## src/rtl/scs_map.vh

```
// Constants for the sensorless commutation sequencer.
// Ramp levels are in millivolt-like units and steps in units per clock, keeping the analog ratios.
`ifndef SCS_MAP_VH
`define SCS_MAP_VH

// Common ramp counter width.
`define SCS_RAMP_W        12

// Start oscillator: equal up and down rates between its two thresholds.
`define SCS_ST_LO         12'h032
`define SCS_ST_HI         12'h898
`define SCS_ST_STEP       12'h001

// Delay measurer: charge at one rate, discharge at twice that rate.
`define SCS_CD_LO         12'h384
`define SCS_CD_HI         12'h898
`define SCS_CD_UP_STEP    12'h001
`define SCS_CD_DN_STEP    12'h002

// Delay repeater: equal charge and discharge rates.
`define SCS_DC_STEP       12'h002

// Step watchdog timer: fast ramp, slow watchdog ramp, discharge.
`define SCS_TI_LO         12'h0C8
`define SCS_TI_MID        12'h12C
`define SCS_TI_HI         12'h898
`define SCS_TI_FAST_STEP  12'h039
`define SCS_TI_SLOW_STEP  12'h005
`define SCS_TI_DN_STEP    12'h01C

// Commutation state codes.
`define SCS_S1            3'h1
`define SCS_S6            3'h6

`endif

```

## src/rtl/scs_ramp.v

```verilog
// Saturating up/down counter standing in for one capacitor ramp.
// Assumes one clock; clear loads the lower level, up and down are never both set.
`timescale 1ns/1ps
`default_nettype none

module scs_ramp #(
    parameter integer W  = 12,
    parameter [W-1:0] LO = 12'h000,
    parameter [W-1:0] HI = 12'hFFF
) (
    input  wire         i_sys_clk,  // System clock.
    input  wire         i_rst,      // Synchronous reset, active high.
    input  wire         i_clear,    // Load the lower level.
    input  wire         i_up,       // Ramp up this cycle.
    input  wire         i_dn,       // Ramp down this cycle.
    input  wire [W-1:0] i_up_step,  // Increment per cycle.
    input  wire [W-1:0] i_dn_step,  // Decrement per cycle.
    output wire [W-1:0] o_count,    // Present level.
    output wire         o_at_lo,    // Level at or below the lower limit.
    output wire         o_at_hi     // Level at or above the upper limit.
);

    reg  [W-1:0] cnt_ff;
    reg  [W-1:0] nxt_cnt;
    wire [W:0]   sum_up;
    wire [W:0]   diff_dn;

    assign sum_up  = {1'b0, cnt_ff} + {1'b0, i_up_step};
    assign diff_dn = {1'b0, cnt_ff} - {1'b0, i_dn_step};

    // Next level, clamped to the two limits so a ramp never wraps.
    always @* begin
        nxt_cnt = cnt_ff;
        if (i_clear) begin
            nxt_cnt = LO;
        end else if (i_up) begin
            nxt_cnt = (sum_up >= {1'b0, HI}) ? HI : sum_up[W-1:0];
        end else if (i_dn) begin
            nxt_cnt = (diff_dn[W] || diff_dn <= {1'b0, LO}) ? LO : diff_dn[W-1:0];
        end
    end

    // Level register.
    always @(posedge i_sys_clk) begin
        if (i_rst) begin
            cnt_ff <= LO;
        end else begin
            cnt_ff <= nxt_cnt;
        end
    end

    assign o_count = cnt_ff;
    assign o_at_lo = (cnt_ff <= LO);
    assign o_at_hi = (cnt_ff >= HI);

endmodule

`default_nettype wire

```

## src/rtl/scs_sequencer.v

```verilog
// Sensorless six-state commutation sequencer with adaptive delay, start oscillator and watchdog.
// Assumes comparator, flyback and control inputs are synchronous to i_sys_clk.
//
// Operation
// Six states, each one phase high, one low, one floating, fixed order.
// Only the floating phase comparator feeds zero-crossing detection.
// A zero-crossing starts a delay; its end advances the state.
// Tacho output toggles on every detected zero-crossing.
// Start oscillator steps when crossings are absent; every commutation restarts it.
// Each start pulse advances exactly one state.
// Start period is one full up-and-down ramp at equal rates.
// Measurer ramps up one period, pausing in flyback, then down twice as fast.
// Out-of-range measurer gives the fixed full-ramp-down maximum delay.
// Repeater ramps up and down equally to give alternate periods the same delay.
// After flyback, fast ramp, then slow watchdog ramp only while EMF polarity wrong.
// Watchdog end or EMF recovery ramps the step timer back to its start.
// Watchdog expiry blocks zero-crossings and leaves stepping to the start oscillator.
// Each capacitor ramp is an up/down counter with ratio-keeping parameters.
// Low direction runs forward order, high direction runs reverse order.
// Brake drives all phases low and overrides reset.
// Reset without brake holds state 1: a floating, b low, c high.
`timescale 1ns/1ps
`default_nettype none
`include "scs_map.vh"

module scs_sequencer #(
    parameter integer         W     = `SCS_RAMP_W,
    parameter [`SCS_RAMP_W-1:0] ST_STEP = `SCS_ST_STEP
) (
    input  wire i_sys_clk,            // System clock, 50 MHz.
    input  wire i_rst,                // Synchronous reset, active high.
    input  wire i_brake,              // Brake request, active high.
    input  wire i_hold_reset,         // Sequence reset request, active high.
    input  wire i_dir,                // Direction: low forward, high reverse.
    input  wire i_flyback,            // Flyback diode pulse present, active high.
    input  wire i_emf_a,              // Back-EMF comparator of phase a.
    input  wire i_emf_b,              // Back-EMF comparator of phase b.
    input  wire i_emf_c,              // Back-EMF comparator of phase c.
    output wire o_phase_out_a,        // Phase a level when driven.
    output wire o_phase_out_a_oe_n,   // Phase a drive enable, low while driven.
    output wire o_phase_out_b,        // Phase b level when driven.
    output wire o_phase_out_b_oe_n,   // Phase b drive enable, low while driven.
    output wire o_phase_out_c,        // Phase c level when driven.
    output wire o_phase_out_c_oe_n,   // Phase c drive enable, low while driven.
    output wire o_tacho_toggle_out,   // Tacho level, toggles per crossing.
    output wire o_commutate,          // One-cycle pulse on every state advance.
    output wire o_watchdog_expired    // Level, watchdog ran out this period.
);

    // Step timer phases.
    localparam [2:0] T_FLY  = 3'h0;
    localparam [2:0] T_FAST = 3'h1;
    localparam [2:0] T_WDOG = 3'h2;
    localparam [2:0] T_DOWN = 3'h3;
    localparam [2:0] T_ARM  = 3'h4;
    localparam [2:0] T_WAIT = 3'h5;

    reg  [2:0]   state_ff;
    reg  [2:0]   nxt_state;
    reg  [2:0]   tmr_ff;
    reg  [2:0]   nxt_tmr;
    reg          par_ff;
    reg          dly_ff;
    reg          no_emf_ff;
    reg          tacho_ff;
    reg          st_up_ff;
    reg  [2:0]   lvl_ff;
    reg  [2:0]   oe_n_ff;
    reg  [2:0]   hi_mask;
    reg  [2:0]   z_mask;
    reg          sel_emf;
    reg          zc;
    reg          wd_expire;
    wire         hold;
    wire         rising;
    wire         aligned;
    wire         dly_end;
    wire         st_pulse;
    wire         commute;
    wire [W-1:0] st_cnt;
    wire         st_lo;
    wire         st_hi;
    wire         cd_lo;
    wire         dc_lo;
    wire [W-1:0] ti_cnt;
    wire         ti_lo;
    wire         ti_hi;

    assign hold = i_brake | i_hold_reset;

    // Floating phase comparator selection per state.
    always @* begin
        case (state_ff)
            3'h1, 3'h4: sel_emf = i_emf_a;
            3'h2, 3'h5: sel_emf = i_emf_c;
            3'h3, 3'h6: sel_emf = i_emf_b;
            default:    sel_emf = 1'b0;
        endcase
    end

    // Expected EMF slope of the floating phase; aligned means past-crossing polarity.
    assign rising  = state_ff[0] ^ i_dir;
    assign aligned = ~(sel_emf ^ rising);

    // Delay ends when the ramp used this period reaches its lower level.
    assign dly_end  = dly_ff & (par_ff ? cd_lo : dc_lo);
    assign st_pulse = ~st_up_ff & st_lo & ~hold;
    assign commute  = ~hold & (dly_end | st_pulse);

    // Next commutation state in the selected direction.
    always @* begin
        nxt_state = state_ff;
        if (hold) begin
            nxt_state = `SCS_S1;
        end else if (commute) begin
            if (i_dir) begin
                nxt_state = (state_ff == `SCS_S1) ? `SCS_S6 : state_ff - 3'h1;
            end else begin
                nxt_state = (state_ff == `SCS_S6) ? `SCS_S1 : state_ff + 3'h1;
            end
        end
    end

    // Step timer sequence within one commutation period.
    always @* begin
        nxt_tmr   = tmr_ff;
        zc        = 1'b0;
        wd_expire = 1'b0;
        case (tmr_ff)
            T_FLY: begin
                if (!i_flyback) begin
                    nxt_tmr = T_FAST;
                end
            end
            T_FAST: begin
                if (ti_cnt >= `SCS_TI_MID) begin
                    nxt_tmr = T_WDOG;
                end
            end
            T_WDOG: begin
                if (!aligned) begin
                    nxt_tmr = T_DOWN;
                end else if (ti_hi) begin
                    nxt_tmr   = T_DOWN;
                    wd_expire = 1'b1;
                end
            end
            T_DOWN: begin
                if (ti_lo) begin
                    nxt_tmr = T_ARM;
                end
            end
            T_ARM: begin
                if (aligned && !no_emf_ff) begin
                    zc      = 1'b1;
                    nxt_tmr = T_WAIT;
                end
            end
            T_WAIT: begin
                nxt_tmr = T_WAIT;
            end
            default: begin
                nxt_tmr = T_FLY;
            end
        endcase
        if (hold || commute) begin
            nxt_tmr = T_FLY;
            zc      = 1'b0;
        end
    end

    // Sequence, period parity, delay, watchdog and tacho registers.
    always @(posedge i_sys_clk) begin
        if (i_rst) begin
            state_ff  <= `SCS_S1;
            tmr_ff    <= T_FLY;
            par_ff    <= 1'b0;
            dly_ff    <= 1'b0;
            no_emf_ff <= 1'b0;
            tacho_ff  <= 1'b0;
            st_up_ff  <= 1'b1;
        end else begin
            state_ff <= nxt_state;
            tmr_ff   <= nxt_tmr;
            if (hold) begin
                par_ff    <= 1'b0;
                dly_ff    <= 1'b0;
                no_emf_ff <= 1'b0;
                st_up_ff  <= 1'b1;
            end else begin
                if (commute) begin
                    par_ff    <= ~par_ff;
                    dly_ff    <= 1'b0;
                    no_emf_ff <= 1'b0;
                    st_up_ff  <= 1'b1;
                end else begin
                    if (zc) begin
                        dly_ff <= 1'b1;
                    end
                    if (wd_expire) begin
                        no_emf_ff <= 1'b1;
                    end
                    if (st_up_ff && st_hi) begin
                        st_up_ff <= 1'b0;
                    end else if (!st_up_ff && st_lo) begin
                        st_up_ff <= 1'b1;
                    end
                end
                if (zc) begin
                    tacho_ff <= ~tacho_ff;
                end
            end
        end
    end

    // Start oscillator ramp, restarted by every commutation.
    scs_ramp #(.W(W), .LO(`SCS_ST_LO), .HI(`SCS_ST_HI)) u_start_timer (
        .i_sys_clk (i_sys_clk),
        .i_rst     (i_rst),
        .i_clear   (hold | commute),
        .i_up      (st_up_ff),
        .i_dn      (~st_up_ff),
        .i_up_step (ST_STEP),
        .i_dn_step (ST_STEP),
        .o_count   (st_cnt),
        .o_at_lo   (st_lo),
        .o_at_hi   (st_hi)
    );

    // Delay measurer: charges in even periods outside flyback, discharges after the crossing.
    scs_ramp #(.W(W), .LO(`SCS_CD_LO), .HI(`SCS_CD_HI)) u_delay_measurer (
        .i_sys_clk (i_sys_clk),
        .i_rst     (i_rst),
        .i_clear   (hold | (commute & par_ff)),
        .i_up      (~par_ff & ~i_flyback),
        .i_dn      (par_ff & dly_ff),
        .i_up_step (`SCS_CD_UP_STEP),
        .i_dn_step (`SCS_CD_DN_STEP),
        .o_count   (),
        .o_at_lo   (cd_lo),
        .o_at_hi   ()
    );

    // Delay repeater: copies the measured delay and replays it in the next period.
    scs_ramp #(.W(W), .LO(`SCS_CD_LO), .HI(`SCS_CD_HI)) u_delay_repeater (
        .i_sys_clk (i_sys_clk),
        .i_rst     (i_rst),
        .i_clear   (hold | (commute & ~par_ff)),
        .i_up      (par_ff & dly_ff),
        .i_dn      (~par_ff & dly_ff),
        .i_up_step (`SCS_DC_STEP),
        .i_dn_step (`SCS_DC_STEP),
        .o_count   (),
        .o_at_lo   (dc_lo),
        .o_at_hi   ()
    );

    // Step watchdog timer: fast ramp, slow watchdog ramp, then discharge.
    scs_ramp #(.W(W), .LO(`SCS_TI_LO), .HI(`SCS_TI_HI)) u_step_watchdog_timer (
        .i_sys_clk (i_sys_clk),
        .i_rst     (i_rst),
        .i_clear   (hold | commute),
        .i_up      ((tmr_ff == T_FAST) | ((tmr_ff == T_WDOG) & aligned)),
        .i_dn      (tmr_ff == T_DOWN),
        .i_up_step ((tmr_ff == T_FAST) ? `SCS_TI_FAST_STEP : `SCS_TI_SLOW_STEP),
        .i_dn_step (`SCS_TI_DN_STEP),
        .o_count   (ti_cnt),
        .o_at_lo   (ti_lo),
        .o_at_hi   (ti_hi)
    );

    // Drive pattern of the next state; bit 0 is phase a, bit 2 is phase c.
    always @* begin
        case (nxt_state)
            3'h1:    begin hi_mask = 3'h4; z_mask = 3'h1; end
            3'h2:    begin hi_mask = 3'h1; z_mask = 3'h4; end
            3'h3:    begin hi_mask = 3'h1; z_mask = 3'h2; end
            3'h4:    begin hi_mask = 3'h2; z_mask = 3'h1; end
            3'h5:    begin hi_mask = 3'h2; z_mask = 3'h4; end
            3'h6:    begin hi_mask = 3'h4; z_mask = 3'h2; end
            default: begin hi_mask = 3'h0; z_mask = 3'h0; end
        endcase
        if (i_brake) begin
            hi_mask = 3'h0;
            z_mask  = 3'h0;
        end
    end

    // Registered phase drive.
    always @(posedge i_sys_clk) begin
        if (i_rst) begin
            lvl_ff  <= 3'h4;
            oe_n_ff <= 3'h1;
        end else begin
            lvl_ff  <= hi_mask;
            oe_n_ff <= z_mask;
        end
    end

    assign o_phase_out_a      = lvl_ff[0];
    assign o_phase_out_a_oe_n = oe_n_ff[0];
    assign o_phase_out_b      = lvl_ff[1];
    assign o_phase_out_b_oe_n = oe_n_ff[1];
    assign o_phase_out_c      = lvl_ff[2];
    assign o_phase_out_c_oe_n = oe_n_ff[2];
    assign o_tacho_toggle_out = tacho_ff;
    assign o_commutate        = commute;
    assign o_watchdog_expired = no_emf_ff;

endmodule

`default_nettype wire

```

## config.mk

```make
export PLATFORM = sky130hd
export DESIGN_NAME = scs_sequencer
export DESIGN_NICKNAME = d
export VERILOG_FILES = /design/src/rtl/scs_ramp.v /design/src/rtl/scs_sequencer.v
export VERILOG_INCLUDE_DIRS = /design/src /design/src/rtl
export SDC_FILE = /design/constraint.sdc
export NUM_CORES = 1
export LEC_CHECK = 0
export ABC_AREA = 1
export ABC_CLOCK_PERIOD_IN_PS = 3700
export BUFFER_PORTS_ARGS = -buffer_cell sky130_fd_sc_hd__buf_2
export CORE_ASPECT_RATIO = 1.1
export CORE_UTILIZATION = 61
export CTS_CLUSTER_DIAMETER = 150
export DETAILED_ROUTE_END_ITERATION = 10
export GPL_ROUTABILITY_DRIVEN = 1
export PLACE_DENSITY = 0.83
export SETUP_SLACK_MARGIN = 0.05
export SLEW_MARGIN = 40
export SYNTH_ARGS = -nofsm -noshare
export SYNTH_HDL_FRONTEND = slang
export SYNTH_SLANG_ARGS = --single-unit
```

## constraint.sdc

```tcl
create_clock -name i_sys_clk -period 3.7 [get_ports i_sys_clk]
set_input_delay 0.74 -clock i_sys_clk [delete_from_list [all_inputs] [get_ports i_sys_clk]]
set_output_delay 0.74 -clock i_sys_clk [all_outputs]
set_load 0.005 [all_outputs]
```

* Yosys cells after proc, flatten, opt, wreduce, memory -nomap -nowiden *
Cells that the tools add are included.

storage, ports and cells
  memories = 0
  bits in registers = 65
  bits in read-only memories = 0
  output and inout bits = 9
  logic and storage cells = 161
  latch bits = 0
  RAM bits = 0
  input port bits = 9

operators by class
  bitwise logic cells = 24
  order comparisons = 15
  multiplexer cells = 42
  add/subtract/negate cells = 10
  eq/ne operators = 22
  reductions and logical operators = 33
  shifts and indexed selects = 0
  multipliers = 0
  divide/modulo/power cells = 0

operators with widths
  operator                                                                               number
  12-bit 2-to-1 mux                                                                      15
  13-bit by 12-bit greater-or-equal comparator with 1-bit output, second input constant  4
  3-bit 2-to-1 mux                                                                       12
  2-bit OR reduction                                                                     15
  12-bit by 1-bit adder with 13-bit output, second input constant                        2
  13-bit by 10-bit <= comparator with 1-bit output, second input constant                2
  12-bit by 2-bit subtractor with 13-bit output, second input constant                   2
  3-bit == test, second input constant                                                   8
  12-bit greater-or-equal comparator, second input constant                              2
  12-bit by 10-bit <= comparator with 1-bit output, second input constant                2
  3-bit by 2-bit == test with 1-bit output, second input constant                        6
  3-bit case mux with 3 select lines                                                     2
  3-bit case mux with 6 select lines                                                     1
  12-bit by 2-bit adder with 13-bit output, second input constant                        1
  12-bit by 6-bit adder with 13-bit output                                               1
  13-bit by 6-bit <= comparator with 1-bit output, second input constant                 1
  13-bit by 8-bit <= comparator with 1-bit output, second input constant                 1
  12-bit by 1-bit subtractor with 13-bit output, second input constant                   1
  12-bit by 5-bit subtractor with 13-bit output, second input constant                   1
  12-bit by 9-bit greater-or-equal comparator with 1-bit output, second input constant   1
  12-bit by 6-bit <= comparator with 1-bit output, second input constant                 1
  12-bit by 8-bit <= comparator with 1-bit output, second input constant                 1
  1-bit bitwise AND                                                                      10
  1-bit 2-to-1 mux                                                                       10
  other kinds (18)                                                                       44

* Depth between registers and ports, before layout *
Gate-level depths: netlist of the first run.

  depth in word-level cells = 11
  mapped depth = 19
  gate-level depth less buffers = 19

* By module *
A second synthesis of the first run with hierarchy kept.

second synthesis, totals
  cells, all modules = 1748
  area total of the unflattened synthesis = 10134.7 um^2

modules (own cells, without submodules)
  module                            cells an instance  sequential area each (um^2)  times used  area each (um^2)
  scs_ramp (u_delay_measurer ...)   400                240.2                        2           2255.9
  scs_ramp (u_step_watchdog_timer)  384                240.2                        1           2240.9
  scs_ramp (u_start_timer)          392                240.2                        1           2205.9
  scs_sequencer                     172                340.3                        1           1176.1

* Worst setup path before layout of the first run *
Ideal clock, no wire load.

  kind = register -> register
  from = register tmr_ff[0]
  to = register u_step_watchdog_timer.cnt_ff[3] (netlist: u_step_watchdog_timer.o_count[3])
  library setup time = 0.112 ns
  slack = 1.383 ns
  data required time = 3.588 ns
  clock period less this slack = 2.317 ns
  arrival time = 2.204 ns
  buffers on the path = 0
  cell stages (with the launch flop) = 16
  cell sequence = dfxtp_1 nand2_1 nor2_1 inv_1 ha_1 nand3_1 nand2_1 nand2_1 nand2_1 nand2_1 o21ai_0 nand3_1 nand2_2 nand3b_1 nand2_1 nand2_1

between the ends
  cells in the longest elaborated chain, start to end = 6
  elaborated cells on any way between the ends = 11
  classes of those cells = add/sub: 1; order compare: 1; eq/ne: 3; mux: 3; bitwise: 2; reduce/logical: 1

ends and longest elaborated chain
  element                                                         RTL line                                  source
  start: declaration                                              scs_sequencer.v:60                        reg [2:0] tmr_ff;
  start signal: assignment                                        scs_sequencer.v:184                       tmr_ff <= nxt_tmr;
  3-bit by 1-bit == test with 1-bit output                        scs_sequencer.v:263, scs_sequencer.v:265
  6-bit 2-to-1 mux (no source line)                               n/a
  12-bit by 6-bit adder with 13-bit output                        scs_ramp.v:28                             assign sum_up = {1'b0, cnt_ff} + {1'b0, i_up_step};
  13-bit by 12-bit greater-or-equal comparator with 1-bit output  scs_ramp.v:37                             nxt_cnt = (sum_up >= {1'b0, HI}) ? HI : sum_up[W-1:0];
  12-bit 2-to-1 mux                                               scs_ramp.v:37
  12-bit 2-to-1 mux                                               scs_ramp.v:36                             end else if (i_up) begin
  end signal: assignment                                          scs_ramp.v:48                             cnt_ff <= nxt_cnt;
  end: declaration                                                scs_ramp.v:23                             reg [W-1:0] cnt_ff;

Several ways; a longest one is shown, not always the timed one.
A chain may end at the register's enable or synchronous reset.

* Worst setup path after layout of the first run *
Same ends and word-level chain as after synthesis.

==> impl_results.md, run 1 <==
- Ports: 18
- Crit Path Max Fanout: 10
- Syn Area/Cell: 5.77 µm²
- Pin slew with the least headroom to its limit: 0.531 ns
- Yosys reg bits: 64
- Layout Nets: 1098
- CTS Buffer Depth: 2
- Postcts setup bufs: 0
- Drt total wl: 15.4 mm
- Remaining DRCs: 0
- Synth cell types: 47
- Mapped Cells: 1056
- Post-synth EDFFs: 0
- Initial DRC count: 375
- Chip height: 107 µm
- Worst vdd ir: 0.000188 V
- Post-synth top flop: dfxtp_1
- H-tree Lvls: 3
- Initial antenna violation count: 0
- Row Count: 37
- Via count: 6551
- Final setup slack of the worst path: 0.816 ns
- Synth top area share: 0.210
- Period minus WS final: 2.88 ns
- GP Congestion: 0.964
- Clk_lat worst skew: 0.35 ns
- Leakage: 3.22 nW
- DIE WIDTH: 97.3 µm
- Area contributors post-synth: dfxtp_1 21%, nand2_1 19%, nand3_1 10%, nor2_1 8.4%, inv_1 8.2%
- Area leader, netlist: dfxtp_1
- Drt pass-1 iters: 5
- Max-slew violations: 0
- Final setup viols: 0
- Clock skew: 0.00839 ns
- YS warnings: 0
- Layout cells sized above 1: 0.0953
- Vias in the first global route: 5831
- Area delta synth->final: 5.28%
- GR Util All Layers: 0.302
- RSZ-0062 raised after global routing: no
- Crit path DAT: 3.13 ns
- Fmax: 347 MHz
- TNS Setup: 0 ns
- Total CTS buffers: 9
- Die footprint: 10400 µm²
- Reg clk slew, reported paths: 0.07 ns
- Seq/Total Area, Yosys: 0.210
- Worst setup EP type: flip-flop
- CTS-repair resized insts: 0
- Post-synth ARST share: 0
- Fillcell total: 898
- TritonCTS clock tree: built
- Worst min path class: reg -> reg
- Cts hold-fix bufs: 0
- Max transition margin: 0.645
- Final hold slack: 0.521 ns
- Final core utilization: 0.672
- Routed WL per cell: 13.0 µm
- Commonest non-fill, non-tap cell in the layout: nand2_1
- Mapped cell area: 6090 µm²
- WP data required: 3.94 ns
- First-pass GRT wire length: 26.0 mm
- Hold Fails Final Rpt: 0
- Synthesized Nets: 1089
- Startpoint Class: flip-flop
- I/O Buffers: 17
- Antenna-violating nets left: 0
- Clock sinks: 64
- Global route overflow: 0
- Outcome: finished, final reports clean
- Via/cell ratio: 5.52
- Critical path class: reg -> reg
- Detailed placer's ending HPWL: 11.9 mm
- Core Box Area: 9540 µm²
- Diodes inserted: 0
- Initial Util: 0.639
- DP Worst Slack: 0.910 ns
- Largest net degree at the start of global routing: 19
- Power per Cell Area: 239 nW/µm²
- Max_cap viols: 0
- Fin crit share: 0.780
- Clk root buf: clkbuf_8
- Most frequent cells in the layout: 306 x nand2_1, 134 x nor2_1, 133 x inv_1
layout make-up:
type,instances,area [µm²],share of cell area
multi-input cells,825,4130,0.644
inverters,148,563,0.0878
clock buffers,12,155,0.0242
repair buffers,17,85.1,0.0133
well taps,117,146,0.0228
clock inverters,4,52.6,0.00820
flip-flops and latches,64,1280,0.200
layer usage:
| metal | up-vias | part of all wire | wire length (µm) | GRT usage |
|---|---|---|---|---|
| li1 | 3392 | - | - | - |
| met4 | 0 | 0.019 | 299 | 0.118 |
| met5 | - | 0 | 0 | 0 |
| met3 | 26 | 0.064 | 987 | 0.0417 |
| met1 | 2878 | 0.45 | 6970 | 0.398 |
| met2 | 255 | 0.46 | 7140 | 0.501 |
Yosys cell counts (2+ instances only):
cell type  count
nand2_4        5
clkbuf_2       2
o21a_1         2
dfxtp_1       64
nand3b_2       2
nand2_1      306
nand3_2        5
inv_2         12
xor2_1        26
nor2_1       136
or2_2          4
nor3_2         2
nand3b_1       6
nand2_2       11
buf_2          5
nand4_1       27
clkbuf_1       7
nor2_4         3
inv_1        133
buf_6          3
o21ai_0       38
o21ai_1       12
nor2_2        14
a31oi_1        5
ha_1          24
nand3_1      122
a21oi_1       49
a21oi_2        4
nor3_1         9
cell families (layout without fill, tap and decap cells):
logic type / Yosys count / count (layout) / share of synthesized area
adders and majority gates: 24 / 24 / 0.0493
AOI/OAI and AO/OA: 117 / 117 / 0.103
DFF: 64 / 64 / 0.210
buffers and inverters: 167 / 181 / 0.113
and+or+nand+nor: 657 / 657 / 0.486
xor gates and xnor gates: 27 / 27 / 0.0388
state kept, by name (all words and copies together), names as in the netlist:
name,cells
u_delay_measurer.o_count,12
u_start_timer.o_count,12
u_step_watchdog_timer.o_count,12
u_delay_repeater.o_count,11
lvl_ff,3
oe_n_ff,3
state_ff,3
tmr_ff,3
dly_ff,1
o_tacho_toggle_out,1
o_watchdog_expired,1
par_ff,1
st_up_ff,1
worst max-delay path: stages, from the launching register on:
cell and delay [ns]:
dfxtp_1 0.40, nand2_1 0.09, nor2_1 0.36, inv_1 0.22
ha_1 0.42, nand3_1 0.13, nand2_1 0.10, nand2_1 0.07
nand2_1 0.10, nand2_1 0.08, o21ai_0 0.24, nand3_1 0.16
nand2_2 0.20, nand3b_1 0.10, nand2_1 0.07, nand2_1 0.04
worst paths after layout:
path / start / to / slack, ns / cells after the start
worst min register to register: u_step_watchdog_timer.o_count[0] / u_step_watchdog_timer.o_count[0] / 0.52 / 2
worst max register to register: tmr_ff[0] / u_step_watchdog_timer.o_count[3] / 0.82 / 15
worst min-delay path: u_step_watchdog_timer.o_count[0] / u_step_watchdog_timer.o_count[0] / 0.52 / 2
worst max-delay path: tmr_ff[0] / u_step_watchdog_timer.o_count[3] / 0.82 / 15
metrics by stage:
stage	area [µm²]	total power, mW	instances
global route	6410	1.58	1187
finish	6410	1.53	1187
global placement	6200	0.898	1171
CTS	6410	1.53	1187
detailed placement	6200	0.899	1171
floorplan	6090	0.857	1056
where the power goes:
| part | internal (mW) | switching [mW] |
|---|---|---|
| sequential | 0.696 | 0.0120 |
| clock | 0.348 | 0.296 |
| combinational | 0.0549 | 0.123 |
Power figures use the tool's default switching activity.
==> run 2, diff against run 1 <==
--- a/config.mk
+++ b/config.mk
@@ -6,8 +6,8 @@
 export SDC_FILE = /design/constraint.sdc
 export NUM_CORES = 1
 export LEC_CHECK = 0
-export ABC_AREA = 1
-export ABC_CLOCK_PERIOD_IN_PS = 3700
+export ABC_AREA = 0
+export ABC_CLOCK_PERIOD_IN_PS = 2970
 export BUFFER_PORTS_ARGS = -buffer_cell sky130_fd_sc_hd__buf_2
 export CORE_ASPECT_RATIO = 1.1
 export CORE_UTILIZATION = 61
==> constraint.sdc (replaced) <==
create_clock -name i_sys_clk -period 2.97 [get_ports i_sys_clk]
set_input_delay 0.594 -clock i_sys_clk [delete_from_list [all_inputs] [get_ports i_sys_clk]]
set_output_delay 0.594 -clock i_sys_clk [all_outputs]
set_load 0.005 [all_outputs]
==> impl_results.md, run 2 <==
- R2r startpoint: u_start_timer.o_count[0]
- Final setup viols: 0 (unchanged)
- Row Count: 39 (+5.4%)
- I/O Buffers: 17 (unchanged)
- Max_cap viols: 0 (unchanged)
- Mapped cell area: 6540 µm² (+7.4%)
- Non-filler instance count after layout: 1088 (-8.3%)
- Initial DRC count: 545 (+45%)
- Drt total wl: 18.5 mm (+20%)
- RSZ-0062 raised after global routing: no
- Synthesized Nets: 953 (-12%)
- Max transition margin: 0.611 (-0.0340)
- Power per Cell Area: 291 nW/µm² (+22%)
- Area leader, netlist: dfxtp_1
- Pin slew with the least headroom to its limit: 0.583 ns (+0.0516 ns)
- Die footprint: 11100 µm² (+7.2%)
- Antenna-violating nets left: 0 (unchanged)
- Startpoint Class: flip-flop
- Routed WL per cell: 17.0 µm (+31%)
- Area delta synth->final: 12.7%
- Fin area: 7370 µm² (+15%)
- Vias in the first global route: 6390 (+9.6%)
- YS warnings: 0 (unchanged)
- Layout cells sized above 1: 0.167 (+0.0719)
- Drt pass-1 iters: 6 (+1)
- Hold Path End: oe_n_ff[2]
- Hold depth: 2 (unchanged)
- Initial Util: 0.629 (-0.00933)
- Outcome: finished, final reports clean
- TritonCTS clock tree: built
- Detailed placer's ending HPWL: 13.3 mm (+12%)
- Reg2reg setup slack: 0.22 ns (-0.60 ns)
- GR Util All Layers: 0.334 (+0.0324)
- Seq/Total Area, Yosys: 0.196 (-0.0145)
- Placed cell area: 7000 µm² (+13%)
- Worst min path class: in -> reg
- Core Box Area: 10400 µm² (+9.0%)
- Remaining DRCs: 0 (unchanged)
- Synth top area share: 0.196 (-0.0145)
- Crit Path Max Fanout: 12 (+2)
- Chip height: 111 µm (+3.6%)
- First-pass GRT wire length: 30.5 mm (+17%)
- Fmax: 351 MHz
- Global route overflow: 0 (unchanged)
- Placed cells: 1070 (-8.6%)
- Synth top cells by count: 84 x nor2_1, 65 x nand2_1, 64 x dfxtp_1
- Via/cell ratio: 6.73 (+22%)
- Synth cell types: 87 (+85%)
- R2R Path End: u_start_timer.o_count[3]
- Post-synth EDFFs: 0 (unchanged)
- DIE WIDTH: 101 µm (+3.6%)
- DP Worst Slack: 0.143 ns (-0.767 ns)
- Total CTS buffers: 9 (unchanged)
- WP data required: 2.38 ns (-1.56 ns)
- Largest net degree at the start of global routing: 18 (-1)
- Crit path DAT: 2.25 ns (-0.88 ns)
- Final setup slack of the worst path: 0.123 ns (-0.693 ns)
- Commonest non-fill, non-tap cell in the layout: nor2_1
- H-tree Lvls: 3 (unchanged)
- Layout Nets: 973 (-11%)
- Syn Area/Cell: 7.11 µm² (+23%)
- Yosys reg bits: 64 (unchanged)
- Reg clk slew, reported paths: 0.06 ns (about the same)
- Area contributors post-synth: dfxtp_1 20%, nor2_1 4.8%, a21oi_1 4.6%, ha_1 4.6%, o21ai_0 4.2%
- Hold_sp: i_brake
- Most frequent cells in the layout: 81 x nor2_1, 65 x nand2_1, 64 x buf_4
- Fin crit share: 0.959
- Final core utilization: 0.709 (+0.0368)
- Count leader, synth: nor2_1
- Diodes inserted: 0 (unchanged)
- Post-synth top flop: dfxtp_1
- Post-synth ARST share: 0 (unchanged)
- Worst setup EP type: primary output
- TNS Setup: 0 ns (unchanged)
- Clock skew: 0.00794 ns (-0.000447 ns)
- Period minus WS final: 2.85 ns
- Ports: 18 (unchanged)
- Leakage: 2.81 nW (-13%)
- Worst vdd ir: 0.000347 V (+85%)
- Max-slew violations: 0 (unchanged)
- CTS Buffer Depth: 2 (unchanged)
- Hold Fails Final Rpt: 0 (unchanged)
- GP Congestion: 0.988 (+2.5%)
- Via count: 7322 (+12%)
- Clock sinks: 64 (unchanged)
- Clk root buf: clkbuf_16
- Critical path class: reg -> out
- Fillcell total: 900 (+0.22%)
- Initial antenna violation count: 0 (unchanged)
- Mapped Cells: 920 (-13%)
- Cts hold-fix bufs: 0 (unchanged)
- Worst reg2reg path depth: 9 (-6)
- Clk_lat worst skew: 0.34 ns (about the same)
[run 2: layer usage]
metal  track usage  vias to the layer above  part of all wire
met5             0                        -                 0
met4         0.115                        0             0.024
met3        0.0506                       55             0.087
met2         0.541                      375              0.47
met1         0.449                     3389              0.42
li1              -                     3503                 -
[run 2: worst max-delay path, stage by stage, from the launching register on]
cell and delay, ns:
dfxtp_2 0.38, buf_4 0.18, a211o_1 0.25, a2111o_1 0.47, o22ai_4 0.22, nor2_4 0.09
nor2_2 0.18, buf_2 0.13
[run 2: where the power goes]
group | total [mW] | internal [mW] | switching [mW]
sequential | 0.873 | 0.866 | 0.00714
clock | 1.07 | 0.649 | 0.423
combinational | 0.201 | 0.0766 | 0.124
total | 2.15 | 1.59 | 0.555
[run 2: logic make-up (layout without fill, tap and decap cells)]
| logic type | count (synthesis) | in the layout | share of synthesized area |
|---|---|---|---|
| AOI/OAI and AO/OA | 307 | 307 | 0.331 |
| buffers and inverters | 114 | 139 | 0.0694 |
| muxes | 10 | 10 | 0.0159 |
| DFF | 64 | 64 | 0.196 |
| and+or+nand+nor | 368 | 368 | 0.298 |
| xor gates and xnor gates | 33 | 33 | 0.0442 |
| adders and majority gates | 24 | 24 | 0.0459 |
[run 2: how the worst max path moves through the flow]
stage	start	end	slack, ns
final	u_start_timer.o_count[3]	o_commutate	0.12
after global routing	tmr_ff[1]	u_step_watchdog_timer.o_count[7]	0.05
after CTS	u_start_timer.o_count[8]	o_commutate	0.1
after detailed placement	tmr_ff[2]	u_step_watchdog_timer.o_count[0]	0.14
after global placement	tmr_ff[2]	u_step_watchdog_timer.o_count[0]	0.20
after floorplan	u_start_timer.o_count[1]	u_start_timer.o_count[6]	0.05
[run 2: cell type report]
cell class	count	area (µm²)	share of cell area
clock buffer	9	225	0.0306
tap	143	179	0.0243
sequential	64	1280	0.174
clock inverter	7	72.6	0.00985
timing repair buffer	82	586	0.0794
multi-input combinational	742	4870	0.661
inverter	41	154	0.0209
[run 2: metrics by stage]
stage	hold WS, ns	total power, mW
6_report	0.509	2.15
5_1_grt	0.509	2.22
4_1_cts	0.502	2.14
3_5_place_dp	0.519	1.08
3_3_place_gp	0.487	1.08
2_1_floorplan	0.505	1.02
[run 2: what timing repair did]
action                     4_1_cts  5_1_grt
pin swaps                        2        3
setup endpoints to repair        1       12
resized for setup                4       12
buffers inserted                 1        1
